===== config.mk =====
export PLATFORM = sky130hd
export DESIGN_NAME = alu_core
export DESIGN_NICKNAME = d
export VERILOG_FILES = /design/src/common/alu_pkg.sv /design/src/common/alu_arith_if.sv /design/src/hw/alu_addsub.sv /design/src/hw/alu_bitwise.sv /design/src/hw/alu_core.sv
export SDC_FILE = /design/constraint.sdc
export NUM_CORES = 1
export LEC_CHECK = 0
export ABC_AREA = 0
export BUFFER_PORTS_ARGS = -buffer_cell sky130_fd_sc_hd__buf_2
export CORE_MARGIN = 2
export CORE_UTILIZATION = 30
export DETAILED_ROUTE_END_ITERATION = 12
export PLACE_DENSITY = 0.46
export SYNTH_ARGS = -nofsm -noshare
export SYNTH_HDL_FRONTEND = slang
export SYNTH_SLANG_ARGS = --single-unit
export TNS_END_PERCENT = 10

===== constraint.sdc =====
create_clock -name clk_sys -period 6.2 [get_ports clk_sys]
set_input_delay 1.24 -clock clk_sys [delete_from_list [all_inputs] [get_ports clk_sys]]
set_output_delay 1.24 -clock clk_sys [all_outputs]
set_load 0.02 [all_outputs]

===== src/common/alu_pkg.sv =====
// constants, operation codes and flag layout of the 8-bit datapath
// assumes a single core clock; shared by the core and its units
// Behaviour
// - add with carry writes dest+src+carry, sets Z C N V H, one cycle
// - word add immediate adds constant to register pair, Z C N V S, two cycles
// - word subtract immediate subtracts constant from pair, Z C N V S, two cycles
// - subtract constant writes dest-imm, sets Z C N V H, one cycle
// - subtract with borrow writes dest-src-carry, sets Z C N V H, one cycle
// - subtract borrow constant writes dest-imm-carry, sets Z C N V H, one cycle
// - and with constant writes dest AND imm, sets only Z N V, one cycle
// - or with constant writes dest OR imm, sets only Z N V, one cycle
// - set mask bits ORs imm into dest, sets Z N V, one cycle
// - clear mask bits ANDs dest with 0xFF minus imm, Z N V, one cycle
// - zero sign check keeps dest unchanged, sets Z N V, one cycle
package alu_pkg;
    localparam int DATA_W = 8;
    localparam int WORD_W = 16;
    localparam int REG_COUNT = 32;
    localparam int REG_COUNT_MAX = 256;
    localparam int WORD_IMM_W = 6;
    localparam int FLAGS_W = 6;
    localparam int FLAG_C = 0;
    localparam int FLAG_Z = 1;
    localparam int FLAG_N = 2;
    localparam int FLAG_V = 3;
    localparam int FLAG_S = 4;
    localparam int FLAG_H = 5;
    localparam logic [FLAGS_W-1:0] FLAGS_RESET = 6'h00;
    localparam logic [DATA_W-1:0] BYTE_RESET = 8'h00;
    localparam logic [DATA_W-1:0] ALL_ONES = 8'hff;
    localparam logic [DATA_W-1:0] ZERO_BYTE = 8'h00;
    localparam logic [DATA_W-1:0] ONE_BYTE = 8'h01;
    localparam logic [DATA_W-1:0] SIGN_MIN = 8'h80;
    localparam logic [DATA_W-1:0] SIGN_MAX = 8'h7f;
    localparam logic [WORD_W-1:0] ZERO_WORD = 16'h0000;

    typedef enum logic [4:0] {
        OP_ADD,
        OP_ADD_CARRY,
        OP_WORD_ADD_IMMEDIATE,
        OP_SUB,
        OP_SUBTRACT_CONSTANT,
        OP_SUBTRACT_WITH_BORROW,
        OP_SUBTRACT_BORROW_CONSTANT,
        OP_WORD_SUBTRACT_IMMEDIATE,
        OP_AND,
        OP_AND_WITH_CONSTANT,
        OP_OR,
        OP_OR_WITH_CONSTANT,
        OP_BITWISE_XOR,
        OP_BITWISE_INVERT,
        OP_ARITH_SIGN_INVERT,
        OP_SET_MASK_BITS,
        OP_CLEAR_MASK_BITS,
        OP_INCREMENT,
        OP_COUNT_DOWN_BY_ONE,
        OP_ZERO_SIGN_CHECK
    } op_t;

    typedef enum logic [1:0] {
        LG_AND,
        LG_OR,
        LG_XOR
    } logic_sel_t;

    typedef enum logic {
        ST_IDLE,
        ST_WORD_HI
    } state_t;
endpackage


===== src/common/alu_arith_if.sv =====
// operand and result bundle between the core and an adder unit
// assumes the user drives operands combinationally
`timescale 1ns/10ps
interface alu_arith_if #(parameter int W = 8);
    logic [W-1:0] a;
    logic [W-1:0] b;
    logic cin;
    logic sub;
    logic [W-1:0] res;
    logic cout;
    logic ovf;
    logic half;
    modport unit (input a, b, cin, sub, output res, cout, ovf, half);
    modport user (output a, b, cin, sub, input res, cout, ovf, half);
endinterface


===== src/hw/alu_addsub.sv =====
// combinational adder/subtractor with carry, half carry and overflow
// assumes W of at least 5; cout is the borrow when sub is high
`timescale 1ns/10ps
module alu_addsub #(parameter int W = 8) (
    // operands and results
    alu_arith_if.unit io
);
    logic [W:0] ext;
    logic [4:0] nib;

    if (W < 5) begin : g_chk
        $error("alu_addsub needs at least five bits");
    end

    always_comb begin
        if (io.sub) begin
            ext = {1'b0, io.a} - {1'b0, io.b} - (W+1)'(io.cin);
            nib = {1'b0, io.a[3:0]} - {1'b0, io.b[3:0]} - 5'(io.cin);
        end else begin
            ext = {1'b0, io.a} + {1'b0, io.b} + (W+1)'(io.cin);
            nib = {1'b0, io.a[3:0]} + {1'b0, io.b[3:0]} + 5'(io.cin);
        end
    end

    assign io.res = ext[W-1:0];
    assign io.cout = ext[W];
    assign io.half = nib[4];
    // signs of operands agree (add) or differ (sub) and result sign flips
    assign io.ovf = ((io.a[W-1] ^ io.b[W-1]) == io.sub)
                    && (ext[W-1] != io.a[W-1]);
endmodule


===== src/hw/alu_bitwise.sv =====
// combinational bytewise and, or, xor
// assumes the core picks the second operand
`timescale 1ns/10ps
module alu_bitwise (
    // operands
    input wire logic [alu_pkg::DATA_W-1:0] a,
    input wire logic [alu_pkg::DATA_W-1:0] b,
    input wire alu_pkg::logic_sel_t sel,
    // result
    output logic [alu_pkg::DATA_W-1:0] res
);
    always_comb begin
        case (sel)
            alu_pkg::LG_AND: res = a & b;
            alu_pkg::LG_OR: res = a | b;
            alu_pkg::LG_XOR: res = a ^ b;
            default: res = a & b;
        endcase
    end
endmodule


===== src/hw/alu_core.sv =====
// 8-bit arithmetic and logic datapath with its own register file
// assumes requests and loads synchronous to clk_sys
`timescale 1ns/10ps
module alu_core #(
    parameter int REG_COUNT = alu_pkg::REG_COUNT,
    parameter int IDX_W = $clog2(alu_pkg::REG_COUNT)
) (
    // clock and reset
    input wire logic clk_sys,
    input wire logic rst_n,
    // operation request
    input wire logic op_valid,
    output logic op_ready,
    input wire alu_pkg::op_t op_code,
    input wire logic [IDX_W-1:0] dst_idx,
    input wire logic [IDX_W-1:0] source_register,
    input wire logic [alu_pkg::DATA_W-1:0] imm,
    // operation result
    output logic done,
    output logic [alu_pkg::DATA_W-1:0] result,
    output logic [alu_pkg::FLAGS_W-1:0] flags,
    // register load and peek
    input wire logic ld_en,
    input wire logic [IDX_W-1:0] ld_idx,
    input wire logic [alu_pkg::DATA_W-1:0] ld_data,
    input wire logic [IDX_W-1:0] peek_idx,
    output logic [alu_pkg::DATA_W-1:0] peek_data
);
    localparam int FC = alu_pkg::FLAG_C;
    localparam int FZ = alu_pkg::FLAG_Z;
    localparam int FN = alu_pkg::FLAG_N;
    localparam int FV = alu_pkg::FLAG_V;
    localparam int FS = alu_pkg::FLAG_S;
    localparam int FH = alu_pkg::FLAG_H;
    localparam int MSB = alu_pkg::DATA_W - 1;
    localparam int WMSB = alu_pkg::WORD_W - 1;

    if (REG_COUNT < 2 || REG_COUNT % 2 != 0
        || REG_COUNT > alu_pkg::REG_COUNT_MAX
        || IDX_W != $clog2(REG_COUNT)) begin : g_chk
        $error("alu_core register count unusable");
    end

    ////////////////////////////////////////////////////////////////////
    // state and storage

    logic [alu_pkg::DATA_W-1:0] regs_q [REG_COUNT];
    alu_pkg::state_t state_q;
    logic [alu_pkg::FLAGS_W-1:0] flags_q;
    logic [alu_pkg::FLAGS_W-1:0] flags_d;
    logic [alu_pkg::FLAGS_W-1:0] wflags_d;
    logic [alu_pkg::FLAGS_W-1:0] wflags_q;
    logic [alu_pkg::DATA_W-1:0] result_q;
    logic [alu_pkg::DATA_W-1:0] res_d;
    logic [alu_pkg::DATA_W-1:0] hi_byte_q;
    logic [alu_pkg::DATA_W-1:0] peek_q;
    logic [IDX_W-1:0] hi_idx_q;
    logic done_q;
    logic acc;
    logic is_word;
    logic [alu_pkg::DATA_W-1:0] rd_a;
    logic [alu_pkg::DATA_W-1:0] rd_b;
    logic [alu_pkg::DATA_W-1:0] rd_hi;
    logic [alu_pkg::DATA_W-1:0] lg_b;
    logic [alu_pkg::DATA_W-1:0] lg_res;
    alu_pkg::logic_sel_t lg_sel;

    alu_arith_if #(.W(alu_pkg::DATA_W)) a8 ();
    alu_arith_if #(.W(alu_pkg::WORD_W)) w16 ();

    assign rd_a = regs_q[dst_idx];
    assign rd_b = regs_q[source_register];
    assign rd_hi = regs_q[IDX_W'(dst_idx + 1'b1)];
    assign op_ready = (state_q == alu_pkg::ST_IDLE);
    assign acc = op_valid && op_ready;
    assign is_word = (op_code == alu_pkg::OP_WORD_ADD_IMMEDIATE)
                     || (op_code == alu_pkg::OP_WORD_SUBTRACT_IMMEDIATE);
    assign done = done_q;
    assign result = result_q;
    assign flags = flags_q;
    assign peek_data = peek_q;

    ////////////////////////////////////////////////////////////////////
    // operand steering

    always_comb begin
        a8.a = rd_a;
        a8.b = rd_b;
        a8.cin = 1'b0;
        a8.sub = 1'b0;
        case (op_code)
            alu_pkg::OP_ADD_CARRY: a8.cin = flags_q[FC];
            alu_pkg::OP_SUB: a8.sub = 1'b1;
            alu_pkg::OP_SUBTRACT_CONSTANT: begin
                a8.b = imm;
                a8.sub = 1'b1;
            end
            alu_pkg::OP_SUBTRACT_WITH_BORROW: begin
                a8.sub = 1'b1;
                a8.cin = flags_q[FC];
            end
            alu_pkg::OP_SUBTRACT_BORROW_CONSTANT: begin
                a8.b = imm;
                a8.sub = 1'b1;
                a8.cin = flags_q[FC];
            end
            alu_pkg::OP_ARITH_SIGN_INVERT: begin
                a8.a = alu_pkg::ZERO_BYTE;
                a8.b = rd_a;
                a8.sub = 1'b1;
            end
            alu_pkg::OP_INCREMENT: a8.b = alu_pkg::ONE_BYTE;
            alu_pkg::OP_COUNT_DOWN_BY_ONE: begin
                a8.b = alu_pkg::ONE_BYTE;
                a8.sub = 1'b1;
            end
            default: ;
        endcase
    end

    // register pair plus or minus zero-extended small constant
    assign w16.a = {rd_hi, rd_a};
    assign w16.b = alu_pkg::WORD_W'(imm[alu_pkg::WORD_IMM_W-1:0]);
    assign w16.cin = 1'b0;
    assign w16.sub = (op_code == alu_pkg::OP_WORD_SUBTRACT_IMMEDIATE);

    always_comb begin
        lg_sel = alu_pkg::LG_AND;
        lg_b = rd_b;
        case (op_code)
            alu_pkg::OP_AND_WITH_CONSTANT: lg_b = imm;
            alu_pkg::OP_OR: lg_sel = alu_pkg::LG_OR;
            alu_pkg::OP_OR_WITH_CONSTANT: begin
                lg_sel = alu_pkg::LG_OR;
                lg_b = imm;
            end
            alu_pkg::OP_SET_MASK_BITS: begin
                lg_sel = alu_pkg::LG_OR;
                lg_b = imm;
            end
            alu_pkg::OP_CLEAR_MASK_BITS: lg_b = alu_pkg::ALL_ONES - imm;
            alu_pkg::OP_BITWISE_XOR: lg_sel = alu_pkg::LG_XOR;
            alu_pkg::OP_ZERO_SIGN_CHECK: lg_b = rd_a;
            default: ;
        endcase
    end

    alu_addsub #(.W(alu_pkg::DATA_W)) u_add8 (.io(a8.unit));
    alu_addsub #(.W(alu_pkg::WORD_W)) u_add16 (.io(w16.unit));
    alu_bitwise u_logic (
        .a(rd_a),
        .b(lg_b),
        .sel(lg_sel),
        .res(lg_res)
    );

    ////////////////////////////////////////////////////////////////////
    // result and flag selection

    always_comb begin
        res_d = a8.res;
        flags_d = flags_q;
        case (op_code)
            alu_pkg::OP_ADD, alu_pkg::OP_ADD_CARRY, alu_pkg::OP_SUB,
            alu_pkg::OP_SUBTRACT_CONSTANT, alu_pkg::OP_SUBTRACT_WITH_BORROW,
            alu_pkg::OP_SUBTRACT_BORROW_CONSTANT,
            alu_pkg::OP_ARITH_SIGN_INVERT: begin
                flags_d[FZ] = (a8.res == alu_pkg::ZERO_BYTE);
                flags_d[FC] = a8.cout;
                flags_d[FN] = a8.res[MSB];
                flags_d[FV] = a8.ovf;
                flags_d[FH] = a8.half;
            end
            alu_pkg::OP_AND, alu_pkg::OP_AND_WITH_CONSTANT, alu_pkg::OP_OR,
            alu_pkg::OP_OR_WITH_CONSTANT, alu_pkg::OP_BITWISE_XOR,
            alu_pkg::OP_SET_MASK_BITS, alu_pkg::OP_CLEAR_MASK_BITS,
            alu_pkg::OP_ZERO_SIGN_CHECK: begin
                res_d = lg_res;
                flags_d[FZ] = (lg_res == alu_pkg::ZERO_BYTE);
                flags_d[FN] = lg_res[MSB];
                flags_d[FV] = 1'b0;
            end
            alu_pkg::OP_BITWISE_INVERT: begin
                res_d = alu_pkg::ALL_ONES - rd_a;
                flags_d[FZ] = (rd_a == alu_pkg::ALL_ONES);
                flags_d[FC] = 1'b1;
                flags_d[FN] = ~rd_a[MSB];
                flags_d[FV] = 1'b0;
            end
            alu_pkg::OP_INCREMENT, alu_pkg::OP_COUNT_DOWN_BY_ONE: begin
                flags_d[FZ] = (a8.res == alu_pkg::ZERO_BYTE);
                flags_d[FN] = a8.res[MSB];
                flags_d[FV] = (op_code == alu_pkg::OP_INCREMENT)
                              ? (a8.res == alu_pkg::SIGN_MIN)
                              : (a8.res == alu_pkg::SIGN_MAX);
            end
            default: ;
        endcase
    end

    // word flags, applied with the high byte
    always_comb begin
        wflags_d = flags_q;
        wflags_d[FZ] = (w16.res == alu_pkg::ZERO_WORD);
        wflags_d[FC] = w16.cout;
        wflags_d[FN] = w16.res[WMSB];
        wflags_d[FV] = w16.ovf;
        wflags_d[FS] = w16.res[WMSB] ^ w16.ovf;
    end

    ////////////////////////////////////////////////////////////////////
    // sequencing

    always_ff @(posedge clk_sys or negedge rst_n) begin
        if (!rst_n) begin
            state_q <= alu_pkg::ST_IDLE;
        end else begin
            case (state_q)
                alu_pkg::ST_IDLE: begin
                    if (acc && is_word) begin
                        state_q <= alu_pkg::ST_WORD_HI;
                    end
                end
                alu_pkg::ST_WORD_HI: state_q <= alu_pkg::ST_IDLE;
                default: state_q <= alu_pkg::ST_IDLE;
            endcase
        end
    end

    always_ff @(posedge clk_sys or negedge rst_n) begin
        if (!rst_n) begin
            hi_idx_q <= '0;
            hi_byte_q <= alu_pkg::BYTE_RESET;
            wflags_q <= alu_pkg::FLAGS_RESET;
        end else if (acc && is_word) begin
            hi_idx_q <= IDX_W'(dst_idx + 1'b1);
            hi_byte_q <= w16.res[WMSB:alu_pkg::DATA_W];
            wflags_q <= wflags_d;
        end
    end

    // register file: a pending high byte wins, then an operation, then a load
    always_ff @(posedge clk_sys or negedge rst_n) begin
        if (!rst_n) begin
            for (int i = 0; i < REG_COUNT; i++) begin
                regs_q[i] <= alu_pkg::BYTE_RESET;
            end
        end else if (state_q == alu_pkg::ST_WORD_HI) begin
            regs_q[hi_idx_q] <= hi_byte_q;
        end else if (acc) begin
            regs_q[dst_idx] <= is_word ? w16.res[MSB:0] : res_d;
        end else if (ld_en) begin
            regs_q[ld_idx] <= ld_data;
        end
    end

    always_ff @(posedge clk_sys or negedge rst_n) begin
        if (!rst_n) begin
            done_q <= 1'b0;
            result_q <= alu_pkg::BYTE_RESET;
            flags_q <= alu_pkg::FLAGS_RESET;
        end else if (state_q == alu_pkg::ST_WORD_HI) begin
            done_q <= 1'b1;
            result_q <= hi_byte_q;
            flags_q <= wflags_q;
        end else if (acc) begin
            done_q <= !is_word;
            result_q <= is_word ? w16.res[MSB:0] : res_d;
            flags_q <= is_word ? flags_q : flags_d;
        end else begin
            done_q <= 1'b0;
        end
    end

    always_ff @(posedge clk_sys or negedge rst_n) begin
        if (!rst_n) begin
            peek_q <= alu_pkg::BYTE_RESET;
        end else begin
            peek_q <= regs_q[peek_idx];
        end
    end
endmodule


Word level (Yosys, flattened, before mapping) --
Index checks and enable logic that the tools add are counted.
Storage, ports and cells: flip-flop bits (word level) 299, word-level logic and storage cells 185, memories 0, output and inout bits 24, bits in latches 0, RAM bits 0, bits of input ports 45, ROM bits 0
Operators by class: add/sub/neg operators 13, multipliers 0, muxes and demuxes 49, $lt $le $gt $ge 9, equal/unequal tests 29, shifts and indexed selects 0, bitwise logic cells 13, reductions and logical operators 29, divide/modulo/power cells 0
Operators by type and width (number):
- $bwmux 256 | 3
- $mux 256 | 3
- $bmux 8 s5 | 4
- $demux 8 s5 | 3
- $mux 8 | 15
- $pmux 8 s3 | 2
- $eq 5x4->1 const B | 8
- $ge 6x6->1 const B | 6
- $not 5->6 | 6
- $pmux 8 s2 | 2
- $eq 5x3->1 const B | 4
- $eq 5x5->1 const B | 4
- $lt 6x1->1 const B | 3
- $mux 6 | 3
- $add 16x6->17 | 1
- $mux 17 | 1
- $sub 16x6->17 | 1
- $eq 8x8->1 const B | 2
- $logic_not 16->1 | 1
- $logic_not 8->1 | 2
- $sub 8x8->8 const A | 2
- $pmux 3 s4 | 1
- $eq 5x2->1 const B | 2
- $add 8x8->9 | 1
- other kinds (38) | 62

Logic depth before layout (Yosys ltp) --
depth after elaboration 14, mapped depth 24, gate-level depth less buffers 19

Hierarchy --
Synthesis repeated with hierarchy kept, for this count alone.
Unflattened totals: cells, all modules 2974, area, all modules 28392.2 um^2
By module, submodules not included:
- alu_core | times used 1, cells an instance 2468, sequential area each 7457.2 um^2, area each 24790.0 um^2
- alu_addsub (u_add16) | times used 1, cells an instance 302, sequential area each 0.0 um^2, area each 2124.5 um^2
- alu_addsub (u_add8) | times used 1, cells an instance 134, sequential area each 0.0 um^2, area each 996.0 um^2
- alu_bitwise | times used 1, cells an instance 70, sequential area each 0.0 um^2, area each 481.7 um^2

Worst setup path before layout --
No wires, ideal clock.
path type input -> register, start point input port dst_idx[0], end point register wflags_q[1] (netlist bit), cell stages on the path 23, data required time 6.099 ns, setup slack -1.598 ns, path buffers 10, arrival time 7.697 ns, setup time 0.101 ns, cells stage by stage buf_6 buf_6 buf_4 buf_4 buf_2 buf_2 buf_1 inv_1 ha_1 buf_2 buf_1 clkbuf_1 mux4_2 mux4_2 mux2_2 ha_1 or2_2 a21oi_1 a31oi_1 a31oi_1 xnor2_1 or4_1 o32ai_1
On the way: longest elaborated chain between the ends 8, elaborated cells between the ends (all ways) 13, those cells by class add/sub: 3; mux: 7; bitwise: 2; reduce/logical: 1
Ends and longest elaborated chain:
- from (decl) | line alu_core.sv:15 | input wire logic [IDX_W-1:0] dst_idx,
- $add 5x1->5 | line alu_core.sv:73 | assign rd_hi = regs_q[IDX_W'(dst_idx + 1'b1)];
- $not 5->6 (not written as such) | line alu_core.sv:73
- $bmux 8 s5 | line alu_core.sv:73
- $mux 8 (not written as such) (2 in a row) | line alu_core.sv:73
- $add 16x6->17 or $sub 16x6->17 (tied branches) | line alu_addsub.sv:20, alu_addsub.sv:17
- $mux 17 (*) | line alu_addsub.sv:16 | if (io.sub) begin
- $logic_not 16->1 (*) | line alu_core.sv:204 | wflags_d[FZ] = (w16.res == alu_pkg::ZERO_WORD);
- to (signal assigned) | line alu_core.sv:234 | wflags_q <= alu_pkg::FLAGS_RESET;
- to (signal assigned) | line alu_core.sv:238 | wflags_q <= wflags_d;
- to (decl) | line alu_core.sv:52 | logic [alu_pkg::FLAGS_W-1:0] wflags_q;
Every way passes the cells marked *; elsewhere a longest branch is shown, timed or not. The select of a mux whose other input is x is not followed. A chain may end at the register's enable or synchronous reset.

Worst setup path in the final report --
start point input port source_register[1], end point register flags_q (netlist bit flags[3])
On the way: longest elaborated chain between the ends 14, elaborated cells between the ends (all ways) 21, those cells by class add/sub: 4; eq/ne: 4; mux: 10; bitwise: 2; reduce/logical: 1
Ends and longest elaborated chain:
- from (decl) | line alu_core.sv:16 | input wire logic [IDX_W-1:0] source_register,
- $not 5->6 (not written as such) (*) | line alu_core.sv:72 | assign rd_b = regs_q[source_register];
- $bmux 8 s5 (*) | line alu_core.sv:72
- $mux 8 (not written as such) (*) (2 in a row) | line alu_core.sv:72
- $pmux 8 s3 (*) | line alu_core.sv:91 | case (op_code)
- $add 8x8->9 or $sub 8x8->9 (tied branches) | line alu_addsub.sv:20, alu_addsub.sv:17
- $add 9x1->9 or $sub 9x1->9 (tied branches) | line alu_addsub.sv:20, alu_addsub.sv:17
- $mux 9 | line alu_addsub.sv:16
- $eq 8x7->1 (tied with other cells) | line alu_core.sv:195 | : (a8.res == alu_pkg::SIGN_MAX);
- $mux 1 or $logic_and 1x1->1 (tied branches) | line alu_core.sv:194, alu_addsub.sv:30
- $pmux 3 s4 (*) | line alu_core.sv:163 | case (op_code)
- $mux 6 (*) | line alu_core.sv:269 | flags_q <= is_word ? flags_q : flags_d;
- $mux 6 (*) | line alu_core.sv:266 | end else if (acc) begin
- $mux 6 (*) | line alu_core.sv:262 | end else if (state_q == alu_pkg::ST_WORD_HI) begin
- to (signal assigned) | line alu_core.sv:261 | flags_q <= alu_pkg::FLAGS_RESET;
- to (signal assigned) | line alu_core.sv:265 | flags_q <= wflags_q;
- to (signal assigned) | line alu_core.sv:269
- to (decl) | line alu_core.sv:49 | logic [alu_pkg::FLAGS_W-1:0] flags_q;
Marked as above.

==> summary.txt <==
Die
  • Core area: 91400 sq um
  • Die area: 94300 sq um
  • Die Y: 307 um
  • Initial core utilization: 30.2%
  • Top Ports: 69
  • Chip Width: 307 um
  • Row count: 111

Synth
  • Commonest cells post-synth: nor2_1, mux4_2, dfrtp_1, nand2_1, a21oi_1
  • Ys Warns: 0
  • Synth Area per Inst: roughly 9.6 sq um
  • Ys flop type: dfrtp_1
  • Post-synth EDFFs: 0
  • Main area contributors after synthesis: dfrtp_1, mux4_2, nor2_1
  • Syn nets: between 2k and 3k
  • Most common cell in the netlist: nor2_1
  • Sequential fraction of the synthesis area: 27.1%
  • Mapped Cells: roughly 2.9k
  • Yosys top cell by area: dfrtp_1
  • Syn Std Cell Area: 27600 sq um
  • Fraction of registers with async set/reset: 100%
  • Count of cell types in the netlist: 86
  • Top cell type's share of synthesized area: 27.1%
  • #FFs+latches synth: 298

Timing
  • Max transition margin: about a fifth
  • Slew Limit Fails: 0
  • Post-Route Skew: approximately 0.03 ns
  • Final hold violation count: 0
  • Worst-margin pin slew: 1.20 ns
  • Final min period: 5.92 ns
  • # setup viols final: 0
  • Period utilization: 95.4%
  • Fmax: between 150 and 200 MHz
  • RSZ-0062 raised after global routing: no

Critical path
  • Crit path capture type: register
  • Slowest CP cell: mux4_2
  • CP max stage delay: 0.56 ns
  • Cell mode on critical path: buf_4
  • Crit-path cells: buf_4, buf_12, mux4_2, mux4_2, mux2i_1, buf_4, or2_2, nand3_1, ha_1, nor2b_1, o21ai_0, a21oi_1, o31a_1, o21ai_0, o211ai_1, buf_4, or4b_1, a32oi_1
  • CP required: 6.64 ns
  • Crit path kind: input port to register
  • Critical Path AT: around 6.4 ns
  • R2R cell count: 19
  • Startpoint type of the worst setup path: input port
  • Worst-path maximum fanout: 26

CTS
  • Post_cts resized: 0
  • # Post-CTS Setup Buffers: 0
  • CTS buffer count: 39
  • H-tree levels: 2
  • CTS Hold Bufs: 0
  • Root buffer cell: clkbuf_16
  • CTS tree: done
  • Clk slew on worst S/H paths: 0.06 ns
  • Clk_lat worst skew: approximately 0.58 ns
  • Clk sink count: between 200 and 300
  • Clock Path Buffers: 3

Placement
  • Post-DP HPWL: roughly 110000 um
  • Placed Cells: 4081
  • I/O Buffers: 68
  • Placed inst area: 30300 sq um
  • Routability Congestion: about 0.98

Final layout
  • Share of cells above drive strength 1: 26.0%
  • Area grow syn2layout: 14.7%
  • Fillcell total: 9219
  • Design area: 31600 sq um
  • Nets: 3045
  • Non-Filler Instances: 4149

Power and ir drop
  • Psw: around 5.3 mW
  • Internal: 6.74 mW
  • Comb power frac: 49.8%
  • PD cells: 381 nW/um^2
  • Pleak: ~12 nW
  • IR drop worst, VDD: 0.000206 V
  • Reg power frac: 30.2%
  • Clk pwr share: 20.0%
  • Sw Share: between 40 and 50%

Global route
  • Antenna violations before repair: 6
  • GRT Total Usage: between 20 and 30%
  • Met2 usage: 44.4%
  • Gr busiest metal: met2
  • Total global routing overflow: 0
  • Largest net degree at the start of global routing: ~110
  • Vias in the first global route: 27.1k
  • Met1 Usage GRT: 40.4%
  • First-pass GRT wire length: 203000 um
  • Met3 Use GR: 7.31%

Worst hold path
  • Hold WC Path Type: register to register
  • Hold depth: 2

Run status
  • Status: completed

Route
  • Via density: ~6.8
  • Final wirelength: 144000 um
  • Routed len/inst: 34.6 um
  • Remaining DRCs: 0
  • First-pass DRT Iterations: 8
  • DRC marker count from the first detailed-route iteration: 4745
  • Vias post-DR: between 20k and 30k
  • Final ANT Viol Nets: 0

Run
  • Max_cap viols: 0
-- state kept, by name, indices dropped and copies added, names as in the netlist --
name,flops
regs_q,256
peek_data,8
result,8
hi_byte_q,7
flags,6
wflags_q,6
hi_idx_q,5
done,1
state_q,1
-- routing by layer --
metal | share of wire (%) | wire, um
met5 | 0.0084 | 12
met4 | 5.6 | 8040
met3 | 12 | 16600
met2 | 43 | 61800
met1 | 40 | 57100
-- cells in the final DEF, fill, tap and decap left out, types with 55 or more instances in the layout --
master and count:
nand3_1 67, buf_4 209, a222oi_1 96, buf_2 61, nand2_1 256, a221oi_1 55, dfrtp_1 297, ha_1 58
a21oi_1 206, o21ai_0 101, o22ai_1 135, inv_1 68, a22oi_1 60, nor2_1 369, mux4_2 301
-- worst paths after layout --
check                                              start  slack (ns)                  endpoint
worst max-delay path                  source_register[1]        0.28      flags[3]$_DFFE_PN0P_
worst min-delay path            hi_byte_q[4]$_DFFE_PN0P_        0.47  hi_byte_q[4]$_DFFE_PN0P_
worst max register to register   regs_q[224]$_DFFE_PN0P_        0.99   regs_q[134]$_DFFE_PN0P_
worst min register to register  hi_byte_q[4]$_DFFE_PN0P_        0.47  hi_byte_q[4]$_DFFE_PN0P_
max in group asynchronous                          rst_n        4.18   regs_q[126]$_DFFE_PN0P_
min in group asynchronous                          rst_n        0.63   regs_q[212]$_DFFE_PN0P_
-- cells by family after synthesis --
| kind of cell | synth area share (%) |
|---|---|
| and+or+nand+nor | 14.6 |
| muxes | 27.1 |
| adders and majority gates | 3.04 |
| DFF | 27.1 |
| AOI/OAI and AO/OA | 22.2 |
| xor gates and xnor gates | 0.763 |
| buffers and inverters | 5.23 |
-- worst max-delay path: cells and delay by family --
kind                     cells  cell delay [ns]
AO/OA/AOI/OAI                6             1.59
adder cells (fa/ha/maj)      1             0.31
buffers and inverters        4             0.92
multiplexers                 3             1.32
AND/OR/NAND/NOR              4             0.91
-- power groups by stage --
stage          logic (mW)  clock network [mW]  registers (mW)
2_1_floorplan        3.62                   0            3.16
3_3_place_gp         5.85                   0            3.55
3_5_place_dp         5.88                   0            3.60
4_1_cts              5.92                2.45            3.57
5_1_grt              6.32                2.51            3.67
6_report             6.00                2.41            3.64
-- per-stage QoR --
step	worst slack [ns]	hold WS (ns)	setup TNS [ns]	power [mW]	utilization [%]
after floorplan	-0.00234	0.438	-0.0129	6.79	-
after global routing	0.109	0.501	0	12.5	34.6
after CTS	0.342	0.474	0	11.9	34.6
after global placement	-0.315	0.453	-4.73	9.41	33.2
final	0.284	0.472	0	12.0	34.6
after detailed placement	-0.226	0.459	-4.01	9.48	33.2
-- cell type report --
class                           count  area [sq um]  share of cell area [%]
Timing Repair Buffer              296          2380                    7.54
Antenna cell                        1          2.50                 0.00792
Sequential cell                   298          7460                    23.6
Inverter                           71           267                   0.843
Clock buffer                       57          1090                    3.46
Tap cell                         1186          1480                    4.69
Multi-Input combinational cell   2230         18700                    59.3
Clock inverter                     10           183                   0.578
(Power assumes the default switching activity.)
